===== config.mk =====
export PLATFORM = sky130hd
export DESIGN_NAME = autoneg_next_page_regs
export DESIGN_NICKNAME = d
export VERILOG_FILES = /design/src/np_regs_pkg.sv /design/src/autoneg_next_page_regs.sv /design/src/np_page_capture.sv
export SDC_FILE = /design/constraint.sdc
export NUM_CORES = 1
export LEC_CHECK = 0
export BUFFER_PORTS_ARGS = -buffer_cell sky130_fd_sc_hd__clkbuf_2
export CAP_MARGIN = 5
export CORE_UTILIZATION = 28
export CTS_CLUSTER_DIAMETER = 200
export DETAILED_ROUTE_END_ITERATION = 7
export PLACE_DENSITY_LB_ADDON = 0.25
export SYNTH_ARGS = -nofsm -noshare
export SYNTH_HDL_FRONTEND = slang
export SYNTH_SLANG_ARGS = --single-unit

===== constraint.sdc =====
create_clock -name pclk -period 2.33 [get_ports pclk]
set_input_delay 0.233 -clock pclk [delete_from_list [all_inputs] [get_ports pclk]]
set_output_delay 0.233 -clock pclk [all_outputs]
set_load 0.1 [all_outputs]

===== src/np_regs_pkg.sv =====
package np_regs_pkg;
   // ==========================================================
   // register offsets (word indices, shifted by two into byte addresses of the 32-bit APB words)
   localparam logic [11:0] LOCAL_NP_TX_OFFSET   = 12'h007;
   localparam logic [11:0] PARTNER_NP_RX_OFFSET = 12'h008;
   localparam int unsigned ADDR_WORD_SHIFT      = 2;
   localparam logic [11:0] LOCAL_NP_TX_ADDR     = LOCAL_NP_TX_OFFSET << ADDR_WORD_SHIFT;
   localparam logic [11:0] PARTNER_NP_RX_ADDR   = PARTNER_NP_RX_OFFSET << ADDR_WORD_SHIFT;

   // ==========================================================
   // field positions shared by both next page words
   localparam int unsigned NP_BIT     = 15;
   localparam int unsigned ACK_BIT    = 14;
   localparam int unsigned MP_BIT     = 13;
   localparam int unsigned ACK2_BIT   = 12;
   localparam int unsigned TOGGLE_BIT = 11;
   localparam int unsigned CODE_MSB   = 10;
   localparam int unsigned CODE_W     = 11;

   // ==========================================================
   // reset values
   localparam logic              NP_RST          = 1'b0;
   localparam logic              MP_RST          = 1'b1;
   localparam logic              ACK2_RST        = 1'b0;
   localparam logic              TOGGLE_RST      = 1'b0;
   localparam logic [CODE_W-1:0] LOCAL_CODE_RST  = 11'h001;
   localparam logic [15:0]       PARTNER_NP_RST  = 16'h0000;
endpackage : np_regs_pkg

===== src/autoneg_next_page_regs.sv =====
// Register access over APB was chosen for this implementation.
`timescale 1ns/1ns
// Functional notes
// - local Acknowledge2 at bit 12 is writable, resets 0; 1 means can comply.
// - local Toggle bit 11 is read-only, inverse of previous word's toggle.
// - local code bits 10:0 writable; message code if bit 13 set, else unformatted.
// - local code field resets to one, the null message.
// - partner bit 15 reports partner wants more next pages; resets 0.
// - partner bit 14 reports partner acknowledged our word; resets 0.
// - partner bit 13 reports message page versus unformatted; resets 0.
// - partner bit 12 reports partner Acknowledge2; resets 0.
// - partner bit 11 reports received toggle; resets 0.
// - partner code bits 10:0 captured read-only, reset zero.
// - local message page bit 13 writable, resets 1.
// - local next page bit 15 writable, resets 0.
module autoneg_next_page_regs (
   input  wire logic        pclk,
   input  wire logic        presetn,
   // apb slave
   input  wire logic        psel,
   input  wire logic        penable,
   input  wire logic        pwrite,
   input  wire logic [11:0] paddr,
   input  wire logic [31:0] pwdata,
   input  wire logic [3:0]  pstrb,
   output logic      [31:0] prdata,
   output logic             pready,
   output logic             pslverr,
   // arbitration engine side
   input  wire logic        page_sent,
   input  wire logic        sent_toggle,
   input  wire logic        page_rcvd,
   input  wire logic [15:0] rcvd_page,
   output logic      [15:0] tx_page
);
   // ==========================================================
   // word geometry shared by both next page registers
   localparam int unsigned WORD_W = 16;            // live bits of each register
   localparam int unsigned LANE_W = 8;             // bits behind one write strobe

   // ==========================================================
   // elaboration checks on the shared field map

   // the code field fills every bit up to its msb
   if (np_regs_pkg::CODE_MSB + 1 != np_regs_pkg::CODE_W) begin : g_bad_code_msb
      $error("code field msb and width disagree");
   end

   // the toggle bit sits just above the code field
   if (np_regs_pkg::TOGGLE_BIT != np_regs_pkg::CODE_W) begin : g_bad_toggle_bit
      $error("toggle bit must sit just above the code field");
   end

   // acknowledge2 sits just above the toggle bit
   if (np_regs_pkg::ACK2_BIT != np_regs_pkg::TOGGLE_BIT + 1) begin : g_bad_ack2_bit
      $error("acknowledge2 bit must sit just above the toggle bit");
   end

   // message page sits just above acknowledge2
   if (np_regs_pkg::MP_BIT != np_regs_pkg::ACK2_BIT + 1) begin : g_bad_mp_bit
      $error("message page bit must sit just above acknowledge2");
   end

   // acknowledge sits just above message page
   if (np_regs_pkg::ACK_BIT != np_regs_pkg::MP_BIT + 1) begin : g_bad_ack_bit
      $error("acknowledge bit must sit just above the message page bit");
   end

   // next page is the top bit of the word
   if (np_regs_pkg::NP_BIT != WORD_W - 1) begin : g_bad_np_bit
      $error("next page bit must be the top bit of the word");
   end

   // the lane merge serves exactly two write lanes
   if (WORD_W != 2 * LANE_W) begin : g_bad_lane_count
      $error("word must be exactly two write lanes");
   end

   // the code field crosses the lane edge, so both strobes reach it
   if (np_regs_pkg::CODE_W <= LANE_W) begin : g_bad_lanes
      $error("code field must span both write lanes");
   end

   // the word must fit the 32-bit read data bus
   if (WORD_W > 32) begin : g_bad_word_w
      $error("word is wider than the data bus");
   end

   // the local register needs a word aligned byte address
   if (np_regs_pkg::LOCAL_NP_TX_ADDR % 4 != 0) begin : g_bad_local_addr
      $error("local register address is not word aligned");
   end

   // the partner register needs a word aligned byte address
   if (np_regs_pkg::PARTNER_NP_RX_ADDR % 4 != 0) begin : g_bad_partner_addr
      $error("partner register address is not word aligned");
   end

   // the two registers may not share one address
   if (np_regs_pkg::LOCAL_NP_TX_ADDR == np_regs_pkg::PARTNER_NP_RX_ADDR) begin : g_same_addr
      $error("the two registers share one address");
   end

   // ==========================================================
   // local transmit register fields
   logic                           np_reg;
   logic                           mp_reg;
   logic                           ack2_reg;
   logic                           toggle_reg;
   logic [np_regs_pkg::CODE_W-1:0] code_reg;

   // word views
   logic [WORD_W-1:0]              partner_page;
   logic [WORD_W-1:0]              local_word;
   logic [WORD_W-1:0]              merged_word;

   // bus decode
   logic                           setup;
   logic                           access;
   logic                           rd_setup;
   logic                           wr_local;
   logic                           hit_local;
   logic                           hit_partner;
   logic                           hit_any;

   // ==========================================================
   // helpers

   // compare of the bus address against one register's address
   function automatic logic reg_hit(
      input logic [11:0] addr,
      input logic [11:0] target
   );
      reg_hit = (addr == target);
   endfunction : reg_hit

   // assemble the local word; bit 14 reads as zero
   function automatic logic [15:0] pack_local(
      input logic        np,
      input logic        mp,
      input logic        a2,
      input logic        tg,
      input logic [10:0] code
   );
      pack_local = {np, 1'b0, mp, a2, tg, code};
   endfunction : pack_local

   // lay the enabled write lanes over the current word
   function automatic logic [15:0] lane_merge(
      input logic [15:0] cur,
      input logic [15:0] wdata,
      input logic [1:0]  strb
   );
      lane_merge = cur;
      if (strb[1]) begin
         lane_merge[15:8] = wdata[15:8];
      end
      if (strb[0]) begin
         lane_merge[7:0] = wdata[7:0];
      end
   endfunction : lane_merge

   // read data for the decoded register; the upper half is always zero
   function automatic logic [31:0] read_word(
      input logic        sel_local,
      input logic        sel_partner,
      input logic [15:0] loc,
      input logic [15:0] par
   );
      read_word = 32'h0000_0000;
      if (sel_local) begin
         read_word = {16'h0000, loc};
      end else if (sel_partner) begin
         read_word = {16'h0000, par};
      end
   endfunction : read_word

   // ==========================================================
   // access decode: a setup cycle is answered in the next cycle
   assign setup       = psel && !penable;
   assign access      = psel && penable && pready;
   assign hit_local   = reg_hit(paddr, np_regs_pkg::LOCAL_NP_TX_ADDR);
   assign hit_partner = reg_hit(paddr, np_regs_pkg::PARTNER_NP_RX_ADDR);
   assign hit_any     = hit_local || hit_partner;
   assign rd_setup    = setup && !pwrite;

   // a write lands only at the access edge that sees pready, and only locally
   assign wr_local    = access && pwrite && hit_local;

   // current local word, and the word that a write would leave behind
   assign local_word  = pack_local(np_reg,
                                   mp_reg,
                                   ack2_reg,
                                   toggle_reg,
                                   code_reg);
   assign merged_word = lane_merge(local_word,
                                   pwdata[15:0],
                                   pstrb[1:0]);

   // ==========================================================
   // local fields, one process for each; all but the toggle are writable

   // next page flag, high write lane
   always_ff @(posedge pclk or negedge presetn) begin
      if (!presetn) begin
         np_reg <= np_regs_pkg::NP_RST;
      end else if (wr_local) begin
         np_reg <= merged_word[np_regs_pkg::NP_BIT];
      end
   end

   // message page flag, selects how the code field is read
   always_ff @(posedge pclk or negedge presetn) begin
      if (!presetn) begin
         mp_reg <= np_regs_pkg::MP_RST;
      end else if (wr_local) begin
         mp_reg <= merged_word[np_regs_pkg::MP_BIT];
      end
   end

   // acknowledge2, set by software when it can comply
   always_ff @(posedge pclk or negedge presetn) begin
      if (!presetn) begin
         ack2_reg <= np_regs_pkg::ACK2_RST;
      end else if (wr_local) begin
         ack2_reg <= merged_word[np_regs_pkg::ACK2_BIT];
      end
   end

   // code field; the two lanes split it at bit 8
   always_ff @(posedge pclk or negedge presetn) begin
      if (!presetn) begin
         code_reg <= np_regs_pkg::LOCAL_CODE_RST;
      end else if (wr_local) begin
         code_reg <= merged_word[np_regs_pkg::CODE_MSB:0];
      end
   end

   // toggle follows the engine only: inverse of the last sent word's toggle;
   // software writes to bit 11 never reach it
   always_ff @(posedge pclk or negedge presetn) begin
      if (!presetn) begin
         toggle_reg <= np_regs_pkg::TOGGLE_RST;
      end else if (page_sent) begin
         toggle_reg <= !sent_toggle;
      end
   end

   // ==========================================================
   // partner page capture, loaded only by the engine
   np_page_capture #(
      .WIDTH (WORD_W)
   ) u_capture (
      .pclk     (pclk),
      .presetn  (presetn),
      .load     (page_rcvd),
      .page_in  (rcvd_page),
      .page_out (partner_page)
   );

   // ==========================================================
   // apb answer: one wait-free access phase, unmapped addresses flag an error

   // ready pulses in the access cycle after every setup cycle
   always_ff @(posedge pclk or negedge presetn) begin
      if (!presetn) begin
         pready <= 1'b0;
      end else begin
         pready <= setup;
      end
   end

   // error rides with ready for addresses outside the map; nothing else changes
   always_ff @(posedge pclk or negedge presetn) begin
      if (!presetn) begin
         pslverr <= 1'b0;
      end else begin
         pslverr <= setup && !hit_any;
      end
   end

   // read data stands only beside ready, zero in every other cycle
   always_ff @(posedge pclk or negedge presetn) begin
      if (!presetn) begin
         prdata <= 32'h0000_0000;
      end else begin
         prdata <= read_word(rd_setup && hit_local,
                             rd_setup && hit_partner,
                             local_word,
                             partner_page);
      end
   end

   // page handed to the arbitration engine
   always_ff @(posedge pclk or negedge presetn) begin
      if (!presetn) begin
         tx_page <= pack_local(np_regs_pkg::NP_RST,
                               np_regs_pkg::MP_RST,
                               np_regs_pkg::ACK2_RST,
                               np_regs_pkg::TOGGLE_RST,
                               np_regs_pkg::LOCAL_CODE_RST);
      end else begin
         tx_page <= local_word;
      end
   end
endmodule : autoneg_next_page_regs


===== src/np_page_capture.sv =====
`timescale 1ns/1ns
// ==========================================================
// holds the last next page received from the partner
module np_page_capture #(
   parameter int unsigned WIDTH = 16
) (
   input  wire logic             pclk,
   input  wire logic             presetn,
   input  wire logic             load,
   input  wire logic [WIDTH-1:0] page_in,
   output logic      [WIDTH-1:0] page_out
);
   // the reset value and the register map assume a 16-bit word
   if (WIDTH != 16) begin : g_bad_width
      $error("np_page_capture: WIDTH must be 16");
   end

   // register only the engine may load; software has no path here
   always_ff @(posedge pclk or negedge presetn) begin
      if (!presetn) begin
         page_out <= np_regs_pkg::PARTNER_NP_RST;
      end else if (load) begin
         page_out <= page_in;
      end
   end
endmodule : np_page_capture


# Word level (Yosys, flattened, before mapping)
# Index checks and enable logic that the tools add are counted.
[totals]
in_bits = 72
ff_bits = 80
[classes]
mux = 2
eq_ne = 2
n_reduce_logical = 16
[op_table]
columns = ["op", "n"]
rows = [
  ["$mux 32", 1],
  ["$mux 16", 1],
  ["$eq 12x5->1 const B", 1],
  ["$eq 12x6->1 const B", 1],
  ["$logic_and 1x1->1", 9],
  ["$logic_not 1->1", 4],
  ["$reduce_and 2->1", 2],
  ["$logic_or 1x1->1", 1],
]

# Logic depth before layout (Yosys ltp)
[logic_depth]
depth_word = 6
depth_mapped = 5
depth_no_buf = 4

# Modules after synthesis
# A second synthesis with hierarchy kept.
[unflattened]
cells_unflattened = 150
area_unflattened_um2 = 2448.6
[modules_own_cells]
columns = ["mod", "seq_area_each_um2", "instances", "cells_each", "area_each_um2"]
rows = [
  ["autoneg_next_page_regs", 1206.2, 1, 116, 1799.2],
  ["np_page_capture", 400.4, 1, 34, 649.4],
]

# Worst setup path before layout
# OpenSTA, ideal clock, no wires.
[synth_timing]
path_type = "flip-flop to flip-flop"
from = "register pready"
to = "register code_reg[1] (netlist bit)"
n_path_buf = 0
arrival_time_ns = 1.836
slack_ns = 0.366
stages_incl_launch_ff = 4
path_cell_list = "dfrtp_1 -> and4_1 -> nand4_2 -> mux2_1"
[synth_between]
elab_chain_len = 4
[synth_lines]
columns = ["item", "line", "text"]
rows = [
  ["start, declared", "autoneg_next_page_regs.sv:27", "output logic pready,"],
  ["start signal, assigned", "autoneg_next_page_regs.sv:269", "pready <= setup;"],
  ["$logic_and 1x1->1", "autoneg_next_page_regs.sv:181", "assign access = psel && penable && pready;"],
  ["$logic_and 1x1->1 (2 in series)", "autoneg_next_page_regs.sv:188", "assign wr_local = access && pwrite && hit_local;"],
  ["$reduce_and 2->1 (no line)", "--", ""],
  ["end signal, assigned", "autoneg_next_page_regs.sv:233", "code_reg <= np_regs_pkg::LOCAL_CODE_RST;"],
  ["end signal, assigned", "autoneg_next_page_regs.sv:235", "code_reg <= merged_word[np_regs_pkg::CODE_MSB:0];"],
  ["end, declared", "autoneg_next_page_regs.sv:110", "logic [np_regs_pkg::CODE_W-1:0] code_reg;"],
]
# Every way passes these cells.
# A chain may end at the register's enable or synchronous reset.

# Final worst setup path
[layout_timing]
from = "register tx_page[13]"
to = "output port tx_page[13]"
[layout_lines]
columns = ["item", "line", "text"]
rows = [
  ["start, declared", "autoneg_next_page_regs.sv:34", "output logic [15:0] tx_page"],
  ["start signal, assigned", "autoneg_next_page_regs.sv:297", "tx_page <= pack_local(np_regs_pkg::NP_RST,"],
  ["start signal, assigned", "autoneg_next_page_regs.sv:303", "tx_page <= local_word;"],
]
# No word-level cell between the ends.

==> results list <==
- At the pin with the least slew margin, the transition time is 0.562 ns.
- For the worst setup path, the data required time is 2.10 ns.
- The wire-length estimate of the detail-placed layout is 3280 um.
- Vias in the first global route: ~1500
- For this run, global-route usage on met1 was measured as 13.9%.
- A synthesized cell averages 16.1 sq um.
* Slowest stage cell on the critical path: sky130_fd_sc_hd__dfstp_2
- Post-CTS Hold Fix Bufs: 1
- In this run the most used layer during global routing was met2.
- After floorplanning, the core was divided into 33 placement rows.
* Run status: complete, no violations
* Setup TNS after final layout: 0 ns
* Layout-stage area growth over the synthesis result: 30.6%
- Counting the buffers created by CTS gives 9.
- The placed instances occupy a cell area of ~2900 sq um.
- Data arrival time at the worst-slack endpoint: 1.29 ns
- The internal portion of the total power is between 1.5 and 2 mW.
* Cell at the root of the clock tree: sky130_fd_sc_hd__clkbuf_8
- Clock Sink Count: 64
- The finished cells cover around 3200 sq um.
* Category of the worst setup path capture point: output port
- Sw Pwr: 618 uW
- TritonCTS built the clock tree.
- Global routing used between 10 and 15% of the available tracks across all layers.
* Post-synthesis async set-or-reset flop share: 100%
- Number of enable flip-flop cells after synthesis: 0
* Clock network power share: 43.5%
* Length of the first detailed-routing pass in iterations: 4
- Summed over all layers, the global routing overflow is 0.
- After detailed routing, the number of remaining DRC violations is 0.
- Share of cells above drive strength 1: 45.8%
- Top cell types by occurrence after synthesis: sky130_fd_sc_hd__dfrtp_1 (60), sky130_fd_sc_hd__mux2_1 (30), sky130_fd_sc_hd__buf_4 (17), sky130_fd_sc_hd__a22o_1 (15), sky130_fd_sc_hd__dfstp_2 (4)
* Leakage dissipation: 1.69 nW
- Clock Skew: 0.00546 ns
- Largest cells by area after synthesis: sky130_fd_sc_hd__dfrtp_1 (62%), sky130_fd_sc_hd__mux2_1 (14%), sky130_fd_sc_hd__a22o_1 (5.4%), sky130_fd_sc_hd__buf_4 (5.3%), sky130_fd_sc_hd__dfstp_2 (4.4%)
- Input and output buffers added on the ports amount to 84.
- The routed design could run at a clock period as short as 1.52 ns.
- Clock-pin slew was measured on the worst setup and hold paths at 0.07 ns.
- The detailed router placed 1498 vias in this run.
* Final worst-path cycle share: 65.4%
- Worst Slack Setup Final: 0.807 ns
- Top flop regs: prdata x16, u_capture.page_out x16, tx_page x15
- Total power of the final layout: 2.51 mW
- Proportion of power drawn by flip-flops and latches: 46.2%
- Critical path's largest stage delay: ~0.52 ns
- The congestion estimate from routability-driven global placement came to 0.612.
- Timing analysis after detailed placement gives a worst setup slack of 0.563 ns.
* Flip-flop and latch count after synthesis: between 60 and 70
- Power spread over the standard cell area amounts to 796 nW/um^2.
* Ant. Diodes: 0
- Entering global routing, the biggest net connects 43 pins.
- Insertion delay of the later-clocked pin in the worst-skew pair: about 0.32 ns
- Fraction of power spent switching nets: 24.6%
* Category of the worst setup path launch point: flop
- Setup repair after global routing left no endpoint under its margin.
- Max-cap violations in this run came to 0.
- Share of the core filled with cells in the final layout: 38.0%
* Met3 Track Usage GR: under 10%
* Flip-flop cell with the highest count after synthesis: sky130_fd_sc_hd__dfrtp_1
- After detailed routing, the number of vias per cell comes to 4.23.
* Setup repair bufs after CTS: 0
* Die outline area: between 8000 and 9000 sq um
- The cell family contributing the most delay on the critical path is flip-flops.
* Cell type with the highest aggregate area in the netlist: sky130_fd_sc_hd__dfrtp_1
* Top-level port count: 122
- Part of the total power dissipated in combinational logic: 10.3%
* Final hold violation count: 0
- Final count of negative-setup-slack endpoints: 0
- Synth Instances: 150
- Yosys warning count: 0
* Slew HR: 62.7%
* Cell breakdown of the critical path: clkbuf_2
- The floorplan step set the die width to 94.9 um.
* Sequential fraction of the synthesis area: between 60% and 70%
- After the first detailed-routing iteration, the DRC count stood at 23.
- Height of the die: 94.9 um
- Wirelength, routed: 4630 um
* Initial antenna violation count: 0
* Wire length of the first global-routing pass: 7330 um
- The number of buffers and inverters on the critical path is 1.
- Critical setup path kind: flop to output port
- The number of max-slew violations in the final report was 0.
- Routed Antenna Nets: 0
- Met2 Use GR: ~17%
- The number of gates resized after CTS was 0.
- In this run the biggest area consumer among cell types represents between 60% and 70% of the synthesized area.
- Worst vdd rail ir drop: 0.297 mV
- Max Fanout on Critical Path: 1
* Layout net count: between 300 and 400
- Initial standard-cell utilization of the core: 29.1%
* Netlist cell types: 21
- The min-delay analysis places its worst path in the category input port to flop.
- In this run the cell area of the synthesized design comes to between 2000 and 2500 sq um.
* Most frequent cell after synthesis: sky130_fd_sc_hd__dfrtp_1
- The region available for standard cell placement spans between 8000 and 9000 sq um.
* H-Tree Depth: 3
- Maximum clock rate: about 0.66 GHz
- In this run the deepest clock path goes through 2 buffers.
- Fillcell total: 835
- After detailed routing, the average wire length per cell comes to 13.1 um.
-- logic make-up (layout without fill, tap and decap cells) --
logic type,after synthesis,in the layout,synth area share [%]
flops,64,64,66.5
mux,30,30,14.0
buf+inv,22,105,6.68
compound gates,17,17,5.86
simple gates,16,16,6.79
other cells,1,17,0.155
-- power by group through the flow --
| stage | clock network [mW] | logic (mW) | registers, mW |
|---|---|---|---|
| after CTS | 1.13 | 0.263 | 1.16 |
| after global routing | 1.18 | 0.276 | 1.16 |
| after floorplan | 0 | 0.176 | 1.20 |
| after global placement | 0 | 0.259 | 1.18 |
| final | 1.09 | 0.260 | 1.16 |
| after detailed placement | 0 | 0.261 | 1.18 |
-- routing by layer --
| metal | vias up | part of all wire, % |
|---|---|---|
| met3 | 7 | 8.0 |
| met4 | 0 | 1.1 |
| met5 | - | 0 |
| met2 | 72 | 46 |
| met1 | 731 | 45 |
| li1 | 688 | - |
-- path summary, 6_finish.rpt --
kind,start,end,slack (ns),depth (start not counted)
worst max register to register,pready$_DFF_PN0_,code_reg[6]$_DFFE_PN0P_,0.86,3
min in group asynchronous,presetn,prdata[9]$_DFF_PN0_,0.42,2
worst min-delay path,sent_toggle,toggle_reg$_DFFE_PN0P_,0.07,2
worst max-delay path,tx_page[13]$_DFF_PN1_,tx_page[13],0.81,1
max in group asynchronous,presetn,code_reg[0]$_DFFE_PN1P_,1.23,3
worst min register to register,code_reg[0]$_DFFE_PN1P_,tx_page[0]$_DFF_PN1_,0.37,0
-- layout by cell type, fill, tap and decap left out, drive strengths merged, types with 2 or more instances in the layout --
cell      Yosys  final
buf          19      4
and2          2      2
nor4          4      4
clkbuf        2     95
nand4         2      2
dfrtp        60     60
dfstp         4      4
a21oi         2      2
clkinvlp      0      2
nand2         2      2
conb          1     17
a22o         15     15
bufinv        0      2
mux2         30     30
-- final cells by class --
| class | count | area (sq um) | share of cell area, % |
|---|---|---|---|
| Clock buffer | 12 | 165 | 5.24 |
| Clock inverter | 4 | 75.1 | 2.38 |
| Inverter | 1 | 3.75 | 0.119 |
| Multi-Input combinational cell | 80 | 707 | 22.4 |
| Sequential cell | 64 | 1610 | 50.9 |
| Tap cell | 105 | 131 | 4.17 |
| Timing Repair Buffer | 88 | 465 | 14.8 |
-- metrics by stage --
step / hold slack [ns] / instances
2_1_floorplan: -0.0626 / 166
5_1_grt: 0.0400 / 354
3_5_place_dp: 0.240 / 337
4_1_cts: 0.0374 / 354
3_3_place_gp: 0.241 / 337
6_report: 0.0661 / 354
(Power assumes the default switching activity.)
